==> src/pidsr_pkg.sv <==
package pidsr_pkg;
	// ==========================================================
	// value formats
	// percentages in tenths (0..1000 = 0.0..100.0 %), gains in thousandths
	localparam int PCT_W = 11;
	localparam int GAIN_W = 13;
	localparam logic [10:0] PCT_FULL = 11'h3e8;
	localparam logic [12:0] KP_MAX = 13'h1f3f;
	localparam logic [12:0] KI_MAX = 13'h1f3f;
	localparam logic [12:0] KD_MAX = 13'h0dab;
	localparam logic [12:0] KP_RESET = 13'h03e8;
	localparam logic [12:0] KI_RESET = 13'h002b;
	localparam logic [12:0] KD_RESET = 13'h0000;
	// ramp time in tenths of a second
	localparam logic [13:0] RAMP_MAX = 14'h2706;
	localparam logic [13:0] RAMP_RESET = 14'h001e;
	localparam logic [1:0] FB_SEL_RESET = 2'h1;
	localparam logic SPECIAL_RESET = 1'b0;
	// ==========================================================
	// forced parameter codes
	localparam logic [7:0] DISP_ONE_PID = 8'h0a;
	localparam logic [7:0] DISP_TWO_PID = 8'h09;
	localparam logic [7:0] DISP_THREE_PID = 8'h02;
	localparam logic [7:0] DIR_ALWAYS_FWD = 8'h00;
	localparam logic [7:0] JOG_DISABLED = 8'h00;
	localparam logic [7:0] AIN_FUNC_PV = 8'h03;
	localparam logic [7:0] DIN_FUNC_MANAUTO = 8'h16;
	// ==========================================================
	// timing
	localparam int CLK_HZ = 200_000_000;
	localparam int TICK_HZ = 1000;
	localparam int TICK_CYCLES = CLK_HZ / TICK_HZ;
	// ramp time of 1 s covers 0..100 % in 1000 ticks -> step per tick = 1000 / (ramp*100), at most one unit
	localparam int TICKS_PER_TENTH_S = TICK_HZ / 10;
	typedef enum logic [1:0] {
		PIDSR_RUN = 2'b00,
		PIDSR_SLEEP = 2'b01
	} pidsr_state_e;
endpackage : pidsr_pkg

==> src/pidsr_ramp.sv <==
`timescale 1ns/1ps
module pidsr_ramp #(
	parameter int PCT_W = 11
) (
	input wire logic CLK, // clock
	input wire logic RST, // sync reset
	input wire logic tick, // control tick
	input wire logic [13:0] ramp_time, // tenths of a second
	input wire logic [PCT_W-1:0] target, // requested setpoint
	output logic [PCT_W-1:0] value // ramped setpoint
);
	// ==========================================================
	// rate accumulator: each tick adds full scale, a unit step is taken
	// every ramp_time*TICKS_PER_TENTH_S/1000 ticks (fractional by accumulator)
	logic [31:0] acc_ff;
	logic [31:0] period;
	logic step;
	logic [PCT_W-1:0] value_ff;
	initial begin
		if (PCT_W < 11) $error("pidsr_ramp: PCT_W too small");
	end
	assign period = 32'(ramp_time) * 32'(pidsr_pkg::TICKS_PER_TENTH_S);
	assign step = (ramp_time == 14'h0000) || (acc_ff + 32'(pidsr_pkg::PCT_FULL) >= period);
	always_ff @(posedge CLK) begin
		if (RST) begin
			acc_ff <= 32'h0;
		end else if (tick) begin
			if (ramp_time == 14'h0000) acc_ff <= 32'h0;
			else if (step) acc_ff <= acc_ff + 32'(pidsr_pkg::PCT_FULL) - period;
			else acc_ff <= acc_ff + 32'(pidsr_pkg::PCT_FULL);
		end
	end
	// zero ramp time jumps straight to target
	always_ff @(posedge CLK) begin
		if (RST) begin
			value_ff <= '0;
		end else if (tick && step) begin
			if (ramp_time == 14'h0000) value_ff <= target;
			else if (value_ff < target) value_ff <= value_ff + 1'b1;
			else if (value_ff > target) value_ff <= value_ff - 1'b1;
		end
	end
	assign value = value_ff;
endmodule : pidsr_ramp

==> src/pidsr_top.sv <==
`timescale 1ns/1ps
module pidsr_top #(
	parameter int TICK_CYCLES = pidsr_pkg::TICK_CYCLES
) (
	input wire logic CLK, // 200 MHz clock
	input wire logic RST, // sync reset, active high
	input wire logic CFG_ALLOWED, // configuration permitted (drive stopped)
	input wire logic SPECIAL_FUNCTION_SELECT_WR, // write strobe
	input wire logic SPECIAL_FUNCTION_SELECT_IN, // 0 none, 1 regulator
	input wire logic FEEDBACK_INPUT_SELECT_WR, // write strobe
	input wire logic [1:0] FEEDBACK_INPUT_SELECT_IN, // 0..3 = analog in one..four
	input wire logic GAINS_WR, // write strobe for gains/ramp/action
	input wire logic [12:0] PROPORTIONAL_GAIN_IN, // thousandths
	input wire logic [12:0] INTEGRAL_GAIN_IN, // thousandths
	input wire logic [12:0] DIFFERENTIAL_GAIN_IN, // thousandths
	input wire logic [13:0] SETPOINT_RAMP_TIME_IN, // tenths of s
	input wire logic ACTION_TYPE_SELECT_IN, // 0 direct, 1 reverse
	input wire logic [10:0] ANALOG_INPUT_ONE, // tenths of %
	input wire logic [10:0] ANALOG_INPUT_TWO, // tenths of %
	input wire logic [10:0] ANALOG_INPUT_THREE, // tenths of %
	input wire logic [10:0] ANALOG_INPUT_FOUR, // tenths of %
	input wire logic [10:0] SETPOINT_REQ, // requested setpoint, tenths of %
	input wire logic AUTO_MODE, // automatic regulator mode
	input wire logic [10:0] MANUAL_SPEED_REF, // speed ref in manual, tenths of %
	input wire logic ZERO_SPEED_DISABLE_ENABLE, // 1 = on
	input wire logic ZERO_SPEED_DISABLE_COND, // general zero-speed disable condition met
	input wire logic ZERO_SPEED_EXIT_CONDITION, // zero-speed exit condition met
	input wire logic [10:0] WAKE_UP_BAND, // tenths of %
	input wire logic [10:0] MIN_SPEED_LIMIT, // tenths of %
	input wire logic [10:0] MAX_SPEED_LIMIT, // tenths of %
	input wire logic LOCAL_REMOTE_SEL, // 0 local, 1 remote
	input wire logic LOCAL_RUNSTOP_CMD, // run from local source
	input wire logic REMOTE_RUNSTOP_CMD, // run from remote source
	input wire logic REMOTE_ENABLE_CMD, // enable from remote source
	output logic SPECIAL_FUNCTION_SELECT, // current selector
	output logic [1:0] FEEDBACK_INPUT_SELECT, // current feedback select
	output logic [12:0] PROPORTIONAL_GAIN, // current gain
	output logic [12:0] INTEGRAL_GAIN, // current gain
	output logic [12:0] DIFFERENTIAL_GAIN, // current gain
	output logic [13:0] SETPOINT_RAMP_TIME, // current ramp time
	output logic ACTION_TYPE_SELECT, // current action
	output logic [10:0] PROCESS_VARIABLE_PCT, // read-only PV
	output logic [10:0] SETPOINT_VALUE_PCT, // read-only setpoint
	output logic [10:0] SPEED_REF, // speed reference out
	output logic SLEEPING, // sleep mode active
	output logic RUN_CMD, // resolved run command
	output logic FORCE_PULSE, // one-cycle: forced values to be written
	output logic [7:0] DISPLAY_READING_ONE_SEL, // forced value
	output logic [7:0] DISPLAY_READING_TWO_SEL, // forced value
	output logic [7:0] DISPLAY_READING_THREE_SEL, // forced value
	output logic [7:0] LOCAL_DIRECTION_SEL, // forced value
	output logic [7:0] LOCAL_JOG_SEL, // forced value
	output logic [7:0] REMOTE_DIRECTION_SEL, // forced value
	output logic [7:0] REMOTE_JOG_SEL, // forced value
	output logic [7:0] ANALOG_IN_TWO_FUNCTION, // forced value
	output logic [7:0] DIGITAL_IN_THREE_FUNCTION, // forced value
	output logic INCH_RUN_ALLOWED, // jog function active
	output logic DIRECTION_REVERSAL_ALLOWED // direction reversal active
);
	initial begin
		if (TICK_CYCLES < 2) $error("pidsr_top: TICK_CYCLES too small");
	end
	// ==========================================================
	// configuration registers
	logic special_ff, action_ff, force_ff;
	logic [1:0] fb_sel_ff;
	logic [12:0] kp_ff, ki_ff, kd_ff;
	logic [13:0] ramp_ff;
	always_ff @(posedge CLK) begin
		if (RST) special_ff <= pidsr_pkg::SPECIAL_RESET;
		else if (SPECIAL_FUNCTION_SELECT_WR && CFG_ALLOWED) special_ff <= SPECIAL_FUNCTION_SELECT_IN;
	end
	// forced writes happen on the 0 -> 1 change only, so software may later override
	always_ff @(posedge CLK) begin
		if (RST) force_ff <= 1'b0;
		else force_ff <= SPECIAL_FUNCTION_SELECT_WR && CFG_ALLOWED && SPECIAL_FUNCTION_SELECT_IN && !special_ff;
	end
	always_ff @(posedge CLK) begin
		if (RST) fb_sel_ff <= pidsr_pkg::FB_SEL_RESET;
		else if (FEEDBACK_INPUT_SELECT_WR && CFG_ALLOWED) fb_sel_ff <= FEEDBACK_INPUT_SELECT_IN;
	end
	// out-of-range gain writes saturate at the documented maximum
	always_ff @(posedge CLK) begin
		if (RST) begin
			kp_ff <= pidsr_pkg::KP_RESET;
			ki_ff <= pidsr_pkg::KI_RESET;
			kd_ff <= pidsr_pkg::KD_RESET;
			ramp_ff <= pidsr_pkg::RAMP_RESET;
			action_ff <= 1'b0;
		end else if (GAINS_WR) begin
			kp_ff <= (PROPORTIONAL_GAIN_IN > pidsr_pkg::KP_MAX) ? pidsr_pkg::KP_MAX : PROPORTIONAL_GAIN_IN;
			ki_ff <= (INTEGRAL_GAIN_IN > pidsr_pkg::KI_MAX) ? pidsr_pkg::KI_MAX : INTEGRAL_GAIN_IN;
			kd_ff <= (DIFFERENTIAL_GAIN_IN > pidsr_pkg::KD_MAX) ? pidsr_pkg::KD_MAX : DIFFERENTIAL_GAIN_IN;
			ramp_ff <= (SETPOINT_RAMP_TIME_IN > pidsr_pkg::RAMP_MAX) ? pidsr_pkg::RAMP_MAX : SETPOINT_RAMP_TIME_IN;
			action_ff <= ACTION_TYPE_SELECT_IN;
		end
	end
	// ==========================================================
	// control tick
	logic [31:0] tick_cnt_ff;
	logic tick;
	assign tick = (tick_cnt_ff == 32'(TICK_CYCLES - 1));
	always_ff @(posedge CLK) begin
		if (RST || tick) tick_cnt_ff <= 32'h0;
		else tick_cnt_ff <= tick_cnt_ff + 32'h1;
	end
	// ==========================================================
	// feedback and setpoint
	logic [10:0] pv_ff, sp_ramped, sp_clip;
	// an over-range level reads as full scale, so the readback never passes 100 %
	function automatic logic [10:0] pct_clamp(input logic [10:0] v);
		return (v > pidsr_pkg::PCT_FULL) ? pidsr_pkg::PCT_FULL : v;
	endfunction : pct_clamp
	always_ff @(posedge CLK) begin
		if (RST) pv_ff <= '0;
		else begin
			case (fb_sel_ff)
				2'h0: pv_ff <= pct_clamp(ANALOG_INPUT_ONE);
				2'h1: pv_ff <= pct_clamp(ANALOG_INPUT_TWO);
				2'h2: pv_ff <= pct_clamp(ANALOG_INPUT_THREE);
				default: pv_ff <= pct_clamp(ANALOG_INPUT_FOUR);
			endcase
		end
	end
	assign sp_clip = pct_clamp(SETPOINT_REQ);
	pidsr_ramp #(.PCT_W(pidsr_pkg::PCT_W)) u_ramp (
		.CLK(CLK),
		.RST(RST),
		.tick(tick),
		.ramp_time(ramp_ff),
		.target(sp_clip),
		.value(sp_ramped)
	);
	assign PROCESS_VARIABLE_PCT = pv_ff;
	assign SETPOINT_VALUE_PCT = sp_ramped;
	// ==========================================================
	// regulator
	logic signed [12:0] err, err_prev_ff;
	logic signed [31:0] integ_ff, sum, nxt_integ;
	logic [10:0] speed_ff;
	logic signed [31:0] lo, hi;
	assign err = action_ff ? (13'(PROCESS_VARIABLE_PCT) - 13'(sp_ramped))
		: (13'(sp_ramped) - 13'(PROCESS_VARIABLE_PCT));
	assign lo = 32'(MIN_SPEED_LIMIT) * 32'sd1000;
	assign hi = 32'(MAX_SPEED_LIMIT) * 32'sd1000;
	// integrator is clamped to the output span to stop wind-up
	assign nxt_integ = (integ_ff + 32'(err) * 32'($signed({1'b0, ki_ff})) > hi) ? hi
		: (integ_ff + 32'(err) * 32'($signed({1'b0, ki_ff})) < lo) ? lo
		: integ_ff + 32'(err) * 32'($signed({1'b0, ki_ff}));
	assign sum = 32'(err) * 32'($signed({1'b0, kp_ff})) + nxt_integ
		+ 32'(err - err_prev_ff) * 32'($signed({1'b0, kd_ff}));
	logic sleep_ff;
	always_ff @(posedge CLK) begin
		if (RST) begin
			integ_ff <= '0;
			err_prev_ff <= '0;
			speed_ff <= '0;
		end else if (tick) begin
			if (!special_ff || !AUTO_MODE || sleep_ff) begin
				// bumpless: integrator tracks the current output
				integ_ff <= 32'(speed_ff) * 32'sd1000;
				err_prev_ff <= err;
				speed_ff <= MANUAL_SPEED_REF;
			end else begin
				integ_ff <= nxt_integ;
				err_prev_ff <= err;
				if (sum > hi) speed_ff <= MAX_SPEED_LIMIT;
				else if (sum < lo) speed_ff <= MIN_SPEED_LIMIT;
				else speed_ff <= 11'(sum / 32'sd1000);
			end
		end
	end
	// ==========================================================
	// sleep mode
	always_ff @(posedge CLK) begin
		if (RST || !special_ff || !ZERO_SPEED_DISABLE_ENABLE) sleep_ff <= 1'b0;
		else if (!sleep_ff && ZERO_SPEED_DISABLE_COND) sleep_ff <= 1'b1;
		else if (sleep_ff && ZERO_SPEED_EXIT_CONDITION
			&& (!AUTO_MODE || (err > $signed({2'b00, WAKE_UP_BAND})))) sleep_ff <= 1'b0;
	end
	assign SLEEPING = sleep_ff;
	assign SPEED_REF = sleep_ff ? 11'h000 : speed_ff;
	// ==========================================================
	// forced parameters and command routing
	assign FORCE_PULSE = force_ff;
	assign DISPLAY_READING_ONE_SEL = pidsr_pkg::DISP_ONE_PID;
	assign DISPLAY_READING_TWO_SEL = pidsr_pkg::DISP_TWO_PID;
	assign DISPLAY_READING_THREE_SEL = pidsr_pkg::DISP_THREE_PID;
	assign LOCAL_DIRECTION_SEL = pidsr_pkg::DIR_ALWAYS_FWD;
	assign LOCAL_JOG_SEL = pidsr_pkg::JOG_DISABLED;
	assign REMOTE_DIRECTION_SEL = pidsr_pkg::DIR_ALWAYS_FWD;
	assign REMOTE_JOG_SEL = pidsr_pkg::JOG_DISABLED;
	assign ANALOG_IN_TWO_FUNCTION = pidsr_pkg::AIN_FUNC_PV;
	assign DIGITAL_IN_THREE_FUNCTION = pidsr_pkg::DIN_FUNC_MANAUTO;
	assign INCH_RUN_ALLOWED = !special_ff;
	assign DIRECTION_REVERSAL_ALLOWED = !special_ff;
	assign RUN_CMD = LOCAL_REMOTE_SEL ? (REMOTE_ENABLE_CMD && REMOTE_RUNSTOP_CMD) : LOCAL_RUNSTOP_CMD;
	assign SPECIAL_FUNCTION_SELECT = special_ff;
	assign FEEDBACK_INPUT_SELECT = fb_sel_ff;
	assign PROPORTIONAL_GAIN = kp_ff;
	assign INTEGRAL_GAIN = ki_ff;
	assign DIFFERENTIAL_GAIN = kd_ff;
	assign SETPOINT_RAMP_TIME = ramp_ff;
	assign ACTION_TYPE_SELECT = action_ff;
endmodule : pidsr_top

==> config.mk <==
export PLATFORM = sky130hd
export DESIGN_NAME = pidsr_top
export DESIGN_NICKNAME = d
export VERILOG_FILES = /design/src/pidsr_pkg.sv /design/src/pidsr_ramp.sv /design/src/pidsr_top.sv
export SDC_FILE = /design/constraint.sdc
export NUM_CORES = 2
export LEC_CHECK = 0
export ABC_CLOCK_PERIOD_IN_PS = 38500
export BUFFER_PORTS_ARGS = -buffer_cell sky130_fd_sc_hd__buf_4
export CELL_PAD_IN_SITES_DETAIL_PLACEMENT = 0
export CELL_PAD_IN_SITES_GLOBAL_PLACEMENT = 1
export CORE_UTILIZATION = 30
export DETAILED_ROUTE_END_ITERATION = 8
export PLACE_DENSITY = 0.57
export SLEW_MARGIN = 20
export SYNTH_ARGS = -nofsm -noshare
export SYNTH_HDL_FRONTEND = slang
export SYNTH_HIERARCHICAL = 1
export SYNTH_SLANG_ARGS = --single-unit
==> constraint.sdc <==
create_clock -name CLK -period 38.5 [get_ports CLK]
set_input_delay 7.7 -clock CLK [delete_from_list [all_inputs] [get_ports CLK]]
set_output_delay 7.7 -clock CLK [all_outputs]
set_load 0.005 [all_outputs]
* Word level (Yosys, flattened, before mapping) *
Cells that the tools add are included.

storage, ports and cells
  bits in registers = 201
  bits of input ports = 170
  output and inout port bits = 167
  logic and storage cells = 106

operators by class
  add/subtract/negate cells = 11
  $mul = 7
  div/mod/pow operators = 1
  order comparisons = 17
  equal/unequal tests = 3
  muxes and demuxes = 26
  reductions and logical operators = 25

operators by type and width
  kind                                                                                number
  32-bit 2-to-1 mux                                                                   5
  11-bit 2-to-1 mux                                                                   12
  32-bit by 22-bit greater-than comparator with 1-bit output                          2
  32-bit by 22-bit < comparator with 1-bit output                                     2
  11-bit by 10-bit greater-than comparator with 1-bit output (second input constant)  5
  11-bit by 7-bit multiplier with 18-bit output (second input constant)               3
  13-bit by 14-bit multiplier with 27-bit output                                      2
  13-bit 2-to-1 mux                                                                   4
  11-bit one-hot mux with 3 select lines                                              1
  27-bit by 32-bit adder with 32-bit output                                           1
  32-bit by 1-bit adder with 32-bit output (second input constant)                    1
  32-bit by 10-bit adder with 32-bit output (second input constant)                   1
  32-bit by 27-bit adder with 32-bit output                                           1
  32-bit by 28-bit adder with 32-bit output                                           1
  32-bit by 11-bit divider with 32-bit output (second input constant)                 1
  32-bit by 18-bit == test with 1-bit output (second input constant)                  1
  32-bit by 21-bit greater-or-equal comparator with 1-bit output                      1
  32-bit by 21-bit subtractor with 32-bit output                                      1
  14-bit by 14-bit multiplier with 28-bit output                                      1
  13-bit greater-than comparator (second input constant)                              2
  11-bit by 11-bit subtractor with 12-bit output                                      2
  14-bit by 5-bit multiplier with 19-bit output (second input constant)               1
  14-bit greater-than comparator (second input constant)                              1
  14-bit zero test                                                                    1
  other kinds (18)                                                                    37

* Depth between registers and ports, before layout *
  depth after elaboration = 13
  depth in mapped cells = 137

* Hierarchy *
The synthesis kept the hierarchy.

by module, submodules not included
  module      instances  cells each  area an instance (um^2)  sequential area each (um^2)
  pidsr_top   1          5463        46409.5                  3143.0
  pidsr_ramp  1          708         5579.1                   820.8

* Worst setup path after synthesis *
No wires, ideal clock.

  path kind = input -> register
  from = input port MIN_SPEED_LIMIT[0]
  to = register speed_ff[0]
  arrival = 33.291 ns
  required time = 38.370 ns
  setup slack = 5.079 ns
  cell stages on the path = 109
  path buffers = 9
  cell sequence = fa_1 > inv_1 > fa_1 > fa_1 > inv_1 > fa_1 > ha_1 > inv_1 > o21bai_1 > a21oi_1 > o21bai_1 > a21oi_1 > o21bai_1 > a21oi_1 > o21bai_1 > a21oi_1 > o21bai_1 > xnor2_1 > [... 73 more ...] > o311a_2 > a2111oi_0 > a311o_2 > and2_4 > a41o_1 > a21oi_2 > o2111a_1 > nor3_1 > or4_4 > o41ai_2 > or4b_1 > nand3_2 > inv_2 > mux2i_1 > nor2_1 > nor3_2 > a311oi_1 > o22ai_1

on the way
  word-level cells in the longest chain between the ends = 10
  elaborated cells on any way between the ends = 12

ends and longest elaborated chain
  element                                                                                                         line                                RTL
  start, declared                                                                                                 pidsr_top.sv:29                     input wire logic [10:0] MIN_SPEED_LIMIT,
  11-bit by 7-bit multiplier with 18-bit output                                                                   pidsr_top.sv:144                    assign lo = 32'(MIN_SPEED_LIMIT) * 32'sd1000;
  32-bit by 22-bit < comparator with 1-bit output                                                                 pidsr_top.sv:148                    : (integ_ff + 32'(err) * 32'($signed({1'b0, ki_ff})) < lo) ? lo
  32-bit 2-to-1 mux                                                                                               pidsr_top.sv:148
  32-bit 2-to-1 mux                                                                                               pidsr_top.sv:147                    assign nxt_integ = (integ_ff + 32'(err) * 32'($signed({1'b0, ki_ff})) > hi) ? hi
  27-bit by 32-bit adder with 32-bit output                                                                       pidsr_top.sv:150                    assign sum = 32'(err) * 32'($signed({1'b0, kp_ff})) + nxt_integ
  32-bit by 28-bit adder with 32-bit output                                                                       pidsr_top.sv:151                    + 32'(err - err_prev_ff) * 32'($signed({1'b0, kd_ff}));
  32-bit by 11-bit divider with 32-bit output or 32-bit by 22-bit < comparator with 1-bit output (tied branches)  pidsr_top.sv:169, pidsr_top.sv:168
  11-bit 2-to-1 mux                                                                                               pidsr_top.sv:168                    else if (sum < lo) speed_ff <= MIN_SPEED_LIMIT;
  11-bit 2-to-1 mux *                                                                                             pidsr_top.sv:167                    if (sum > hi) speed_ff <= MAX_SPEED_LIMIT;
  11-bit 2-to-1 mux *                                                                                             pidsr_top.sv:159                    if (!special_ff || !AUTO_MODE || sleep_ff) begin
  end signal, assigned                                                                                            pidsr_top.sv:169                    else speed_ff <= 11'(sum / 32'sd1000);
  end, declared                                                                                                   pidsr_top.sv:140                    logic [10:0] speed_ff;

Every way passes the cells marked *; elsewhere a longest branch is shown, timed or not.
A chain may end at the register's enable or synchronous reset.

* Final worst setup path *
  from = input port MAX_SPEED_LIMIT[0]
  to = register speed_ff[0]

on the way
  word-level cells in the longest chain between the ends = 9
  elaborated cells on any way between the ends = 11

ends and longest elaborated chain
  element                                                                                                         line                                RTL
  start, declared                                                                                                 pidsr_top.sv:30                     input wire logic [10:0] MAX_SPEED_LIMIT,
  11-bit by 7-bit multiplier with 18-bit output                                                                   pidsr_top.sv:145                    assign hi = 32'(MAX_SPEED_LIMIT) * 32'sd1000;
  32-bit by 22-bit greater-than comparator with 1-bit output                                                      pidsr_top.sv:147
  32-bit 2-to-1 mux                                                                                               pidsr_top.sv:147
  27-bit by 32-bit adder with 32-bit output                                                                       pidsr_top.sv:150
  32-bit by 28-bit adder with 32-bit output                                                                       pidsr_top.sv:151
  32-bit by 11-bit divider with 32-bit output or 32-bit by 22-bit < comparator with 1-bit output (tied branches)  pidsr_top.sv:169, pidsr_top.sv:168
  11-bit 2-to-1 mux                                                                                               pidsr_top.sv:168
  11-bit 2-to-1 mux *                                                                                             pidsr_top.sv:167
  11-bit 2-to-1 mux *                                                                                             pidsr_top.sv:159

Marked as above.

==> impl_metrics.env <==
export IMPL_beginning_of_the_worst_register_to_register_path="u_ramp/value[0]"
export IMPL_yosys_cell_types_count=160
export IMPL_maxSlewHeadroom=0.269
export IMPL_place_congestion=0.892
export IMPL_timing_final_setup_violations=0
export IMPL_placementRows=152
export IMPL_die_area_um2=175000
export IMPL_gr_total_overflow=0
export IMPL_part_of_the_yosys_area_used_for_sequential_elements=0.0762
export IMPL_cells_after_synth=6171
export IMPL_clk_transition_reported_paths_ps=90
export IMPL_dr_first_iter_drc_count=2632
export IMPL_ys_ff_latch=198
export IMPL_clock_latency_ps=560
export IMPL_share_of_final_layout_standard_cells_stronger_than_drive_strength_1=0.100
export IMPL_synth_edf_count=0
export IMPL_worst_path_max_fanout=14
export IMPL_finalHoldViolCount=0
export IMPL_arrival_ps=37210
export IMPL_area_delta_synth_final_pct=10.0
export IMPL_synth_top_area_frac=0.253
export IMPL_timing_final_crit_period_ps=36800
export IMPL_instances_no_fill=8664
export IMPL_start_kind="input port"
export IMPL_fillers=18497
export IMPL_post_cts_hold_buffer_count=0
export IMPL_cts_num_sinks=198
export IMPL_maxCapViolations=0
export IMPL_run_status="finished clean"
export IMPL_cts_inserted_buffers=17
export IMPL_grtUsageTotal=0.205
export IMPL_design_core_area_um2=172000
export IMPL_synth_yosys_warnings=6
export IMPL_whs_endpoint="err_prev_ff[2]"
export IMPL_cpMostUsedCell="sky130_fd_sc_hd__a21oi_1"
export IMPL_min_delay_path_class="flip-flop to flip-flop"
export IMPL_worst_clock_skew_ps=22.6
export IMPL_first_pass_grt_wire_length_um=277000
export IMPL_ys_top_cells_by_area="sky130_fd_sc_hd__fa_1 25%, sky130_fd_sc_hd__ha_1 15%, sky130_fd_sc_hd__dfxtp_1 7.6%"
export IMPL_mappedNetlistArea_um2=52000
export IMPL_detailedRoute_firstPassIterationCount=6
export IMPL_synth_area_per_cell_um2=8.42
export IMPL_place_port_buffers=264
export IMPL_ff2ff_setup_slack_ps=3440
export IMPL_fraction_of_synthesis_flops_using_an_asynchronous_set_or_reset_pin=0
export IMPL_crit_slowest_cell="sky130_fd_sc_hd__or4_1"
export IMPL_place_inst=8626
export IMPL_max_slew_worst_pin_slew_ps=1100
export IMPL_post_synth_top_area_cell="sky130_fd_sc_hd__fa_1"
export IMPL_tritoncts_clock_tree="yes"
export IMPL_layout_commonest_cell="sky130_fd_sc_hd__inv_1"
export IMPL_cts_root_buffer="sky130_fd_sc_hd__clkbuf_16"
export IMPL_timing_worst_setup_path_type="input port to flip-flop"
export IMPL_maximum_number_of_pins_on_one_net_before_global_route_repair=100
export IMPL_io_pins=337
export IMPL_rr_endpoint="speed_ff[0]"
export IMPL_critical_path_endpoint_type="flip-flop"
export IMPL_drt_wl_total_um=178000
export IMPL_cpPeakStageDelay_ps=740
export IMPL_setup_tns_ps=0
export IMPL_initial_core_util=0.302
export IMPL_rsz0062_at_grt="false"
export IMPL_hold_depth=2
export IMPL_dr_total_vias=44114
export IMPL_crit_required_ps=38910
export IMPL_place_area_um2=56400
export IMPL_nets=7788
export IMPL_chip_width_um=418
export IMPL_final_max_slew_viol_count=0
export IMPL_layout_cell_area_non_filler_um2=57200
export IMPL_clock_path_buffers=2
export IMPL_antenna_found_initial=8
export IMPL_postRouteAntennaNets=0
export IMPL_via_per_inst=5.09
export IMPL_min_period_over_period=0.956
export IMPL_r2r_worst_path_cells=110
export IMPL_max_freq_mhz=27.2
export IMPL_height_of_the_chip_um=418
export IMPL_cts_htree_levels=4
export IMPL_dpl_hpwl_um=150000
export IMPL_route_detailed_wl_per_inst_um=20.5
export IMPL_detail_route_drc_violations=0
export IMPL_vias_in_the_first_global_route=44948
export IMPL_mostFrequentLayoutCells="889 x sky130_fd_sc_hd__inv_1, 656 x sky130_fd_sc_hd__fa_1, 626 x sky130_fd_sc_hd__ha_1"
export IMPL_min_delay_start="err_prev_ff[2]"
export IMPL_synth_main_ff_cell="sky130_fd_sc_hd__dfxtp_1"
worst max-delay path: cells and delay by family:
family | cells | cell delay, ps
and+or+nand+nor | 23 | 7190
muxes | 4 | 1210
buffers and inverters | 8 | 800
adders and majority gates | 13 | 5040
xor gates and xnor gates | 2 | 770
AOI/OAI and AO/OA | 50 | 14420
state kept, by name, indices dropped and copies added (netlist names), 2 cells and up:
| signal | count |
|---|---|
| DIFFERENTIAL_GAIN | 13 |
| u_ramp/value | 11 |
| FEEDBACK_INPUT_SELECT | 2 |
| tick_cnt_ff | 32 |
| PROPORTIONAL_GAIN | 13 |
| SETPOINT_RAMP_TIME | 14 |
| PROCESS_VARIABLE_PCT | 11 |
| speed_ff | 11 |
| err_prev_ff | 12 |
| integ_ff | 32 |
| u_ramp/acc_ff | 30 |
| INTEGRAL_GAIN | 13 |
metal layers:
metal,part of all wire,vias to the layer above,GRT usage
met2,0.48,842,0.348
met1,0.46,22053,0.278
met3,0.034,120,0.0199
met5,0.00035,-,0
li1,-,21089,-
met4,0.024,10,0.0497
layout make-up:
type                    instances  area, um2  area share
multi-input cells            4864      43700       0.764
flip-flops and latches        198       3960      0.0693
repair buffers                360       2720      0.0475
clock inverters                13        145     0.00254
diodes                          5       12.5    0.000219
clock buffers                  19        433     0.00757
well taps                    2310       2890      0.0505
inverters                     895       3360      0.0587
cells in the mapped netlist (32+ instances only):
master and count:
sky130_fd_sc_hd__inv_1 891, sky130_fd_sc_hd__fa_1 656, sky130_fd_sc_hd__ha_1 626, sky130_fd_sc_hd__nand2_1 550
sky130_fd_sc_hd__nor2_1 428, sky130_fd_sc_hd__a21oi_1 305, sky130_fd_sc_hd__dfxtp_1 198, sky130_fd_sc_hd__and2_1 188
sky130_fd_sc_hd__xnor2_1 187, sky130_fd_sc_hd__o21ai_0 166, sky130_fd_sc_hd__clkbuf_1 152, sky130_fd_sc_hd__nor3_1 117
sky130_fd_sc_hd__buf_4 96, sky130_fd_sc_hd__nand3_1 92, sky130_fd_sc_hd__xor2_1 90, sky130_fd_sc_hd__nand2b_1 81
sky130_fd_sc_hd__mux2i_1 80, sky130_fd_sc_hd__nor2b_1 80, sky130_fd_sc_hd__a21o_1 74, sky130_fd_sc_hd__a211oi_1 65
sky130_fd_sc_hd__nand4_1 51, sky130_fd_sc_hd__o211ai_1 47, sky130_fd_sc_hd__and3_1 42, sky130_fd_sc_hd__o21bai_1 42
sky130_fd_sc_hd__or3_1 41, sky130_fd_sc_hd__o21a_1 40, sky130_fd_sc_hd__nor4_1 39, sky130_fd_sc_hd__a31oi_1 36
sky130_fd_sc_hd__o21ai_1 32
stage by stage:
| stage | hold WS [ps] | setup slack [ps] | utilization |
|---|---|---|---|
| finish | 461 | 1700 | 0.333 |
| global route | 482 | 0.842 | 0.333 |
| CTS | 461 | 669 | 0.332 |
| detailed placement | 448 | 140 | 0.328 |
| global placement | 439 | 330 | 0.328 |
| floorplan | 426 | 5080 | - |
worst max-delay path by stage:
stage	startpoint	to	cells after the start
6_report	MAX_SPEED_LIMIT[0]	speed_ff[0]	100
5_1_grt	MIN_SPEED_LIMIT[0]	speed_ff[0]	102
4_1_cts	MAX_SPEED_LIMIT[0]	speed_ff[0]	96
3_5_place_dp	MAX_SPEED_LIMIT[0]	speed_ff[0]	96
3_3_place_gp	MAX_SPEED_LIMIT[0]	speed_ff[0]	97
2_1_floorplan	MIN_SPEED_LIMIT[0]	speed_ff[0]	109
what timing repair did:
action / CTS / global route
resized for setup: 0 / 25
setup endpoints to repair: 0 / 4
setup buffers: 0 / 1
endpoints found under the hold margin: 0 / 0
kinds of logic (layout without fill, tap and decap cells):
kind of cell / after synthesis / count (layout) / share of synthesized area
simple gates: 1873 / 1873 / 0.181
fa+ha+maj: 1288 / 1288 / 0.404
compound gates: 1229 / 1229 / 0.171
buf+inv: 1182 / 1287 / 0.0942
xor+xnor: 286 / 286 / 0.0499
flops: 198 / 198 / 0.0762
mux: 113 / 113 / 0.0235
other cells: 2 / 80 / 0.000144
Power is left out: the tool's default activity adds up to more than one toggle a clock period on the data nets, which glitch-free logic cannot reach.
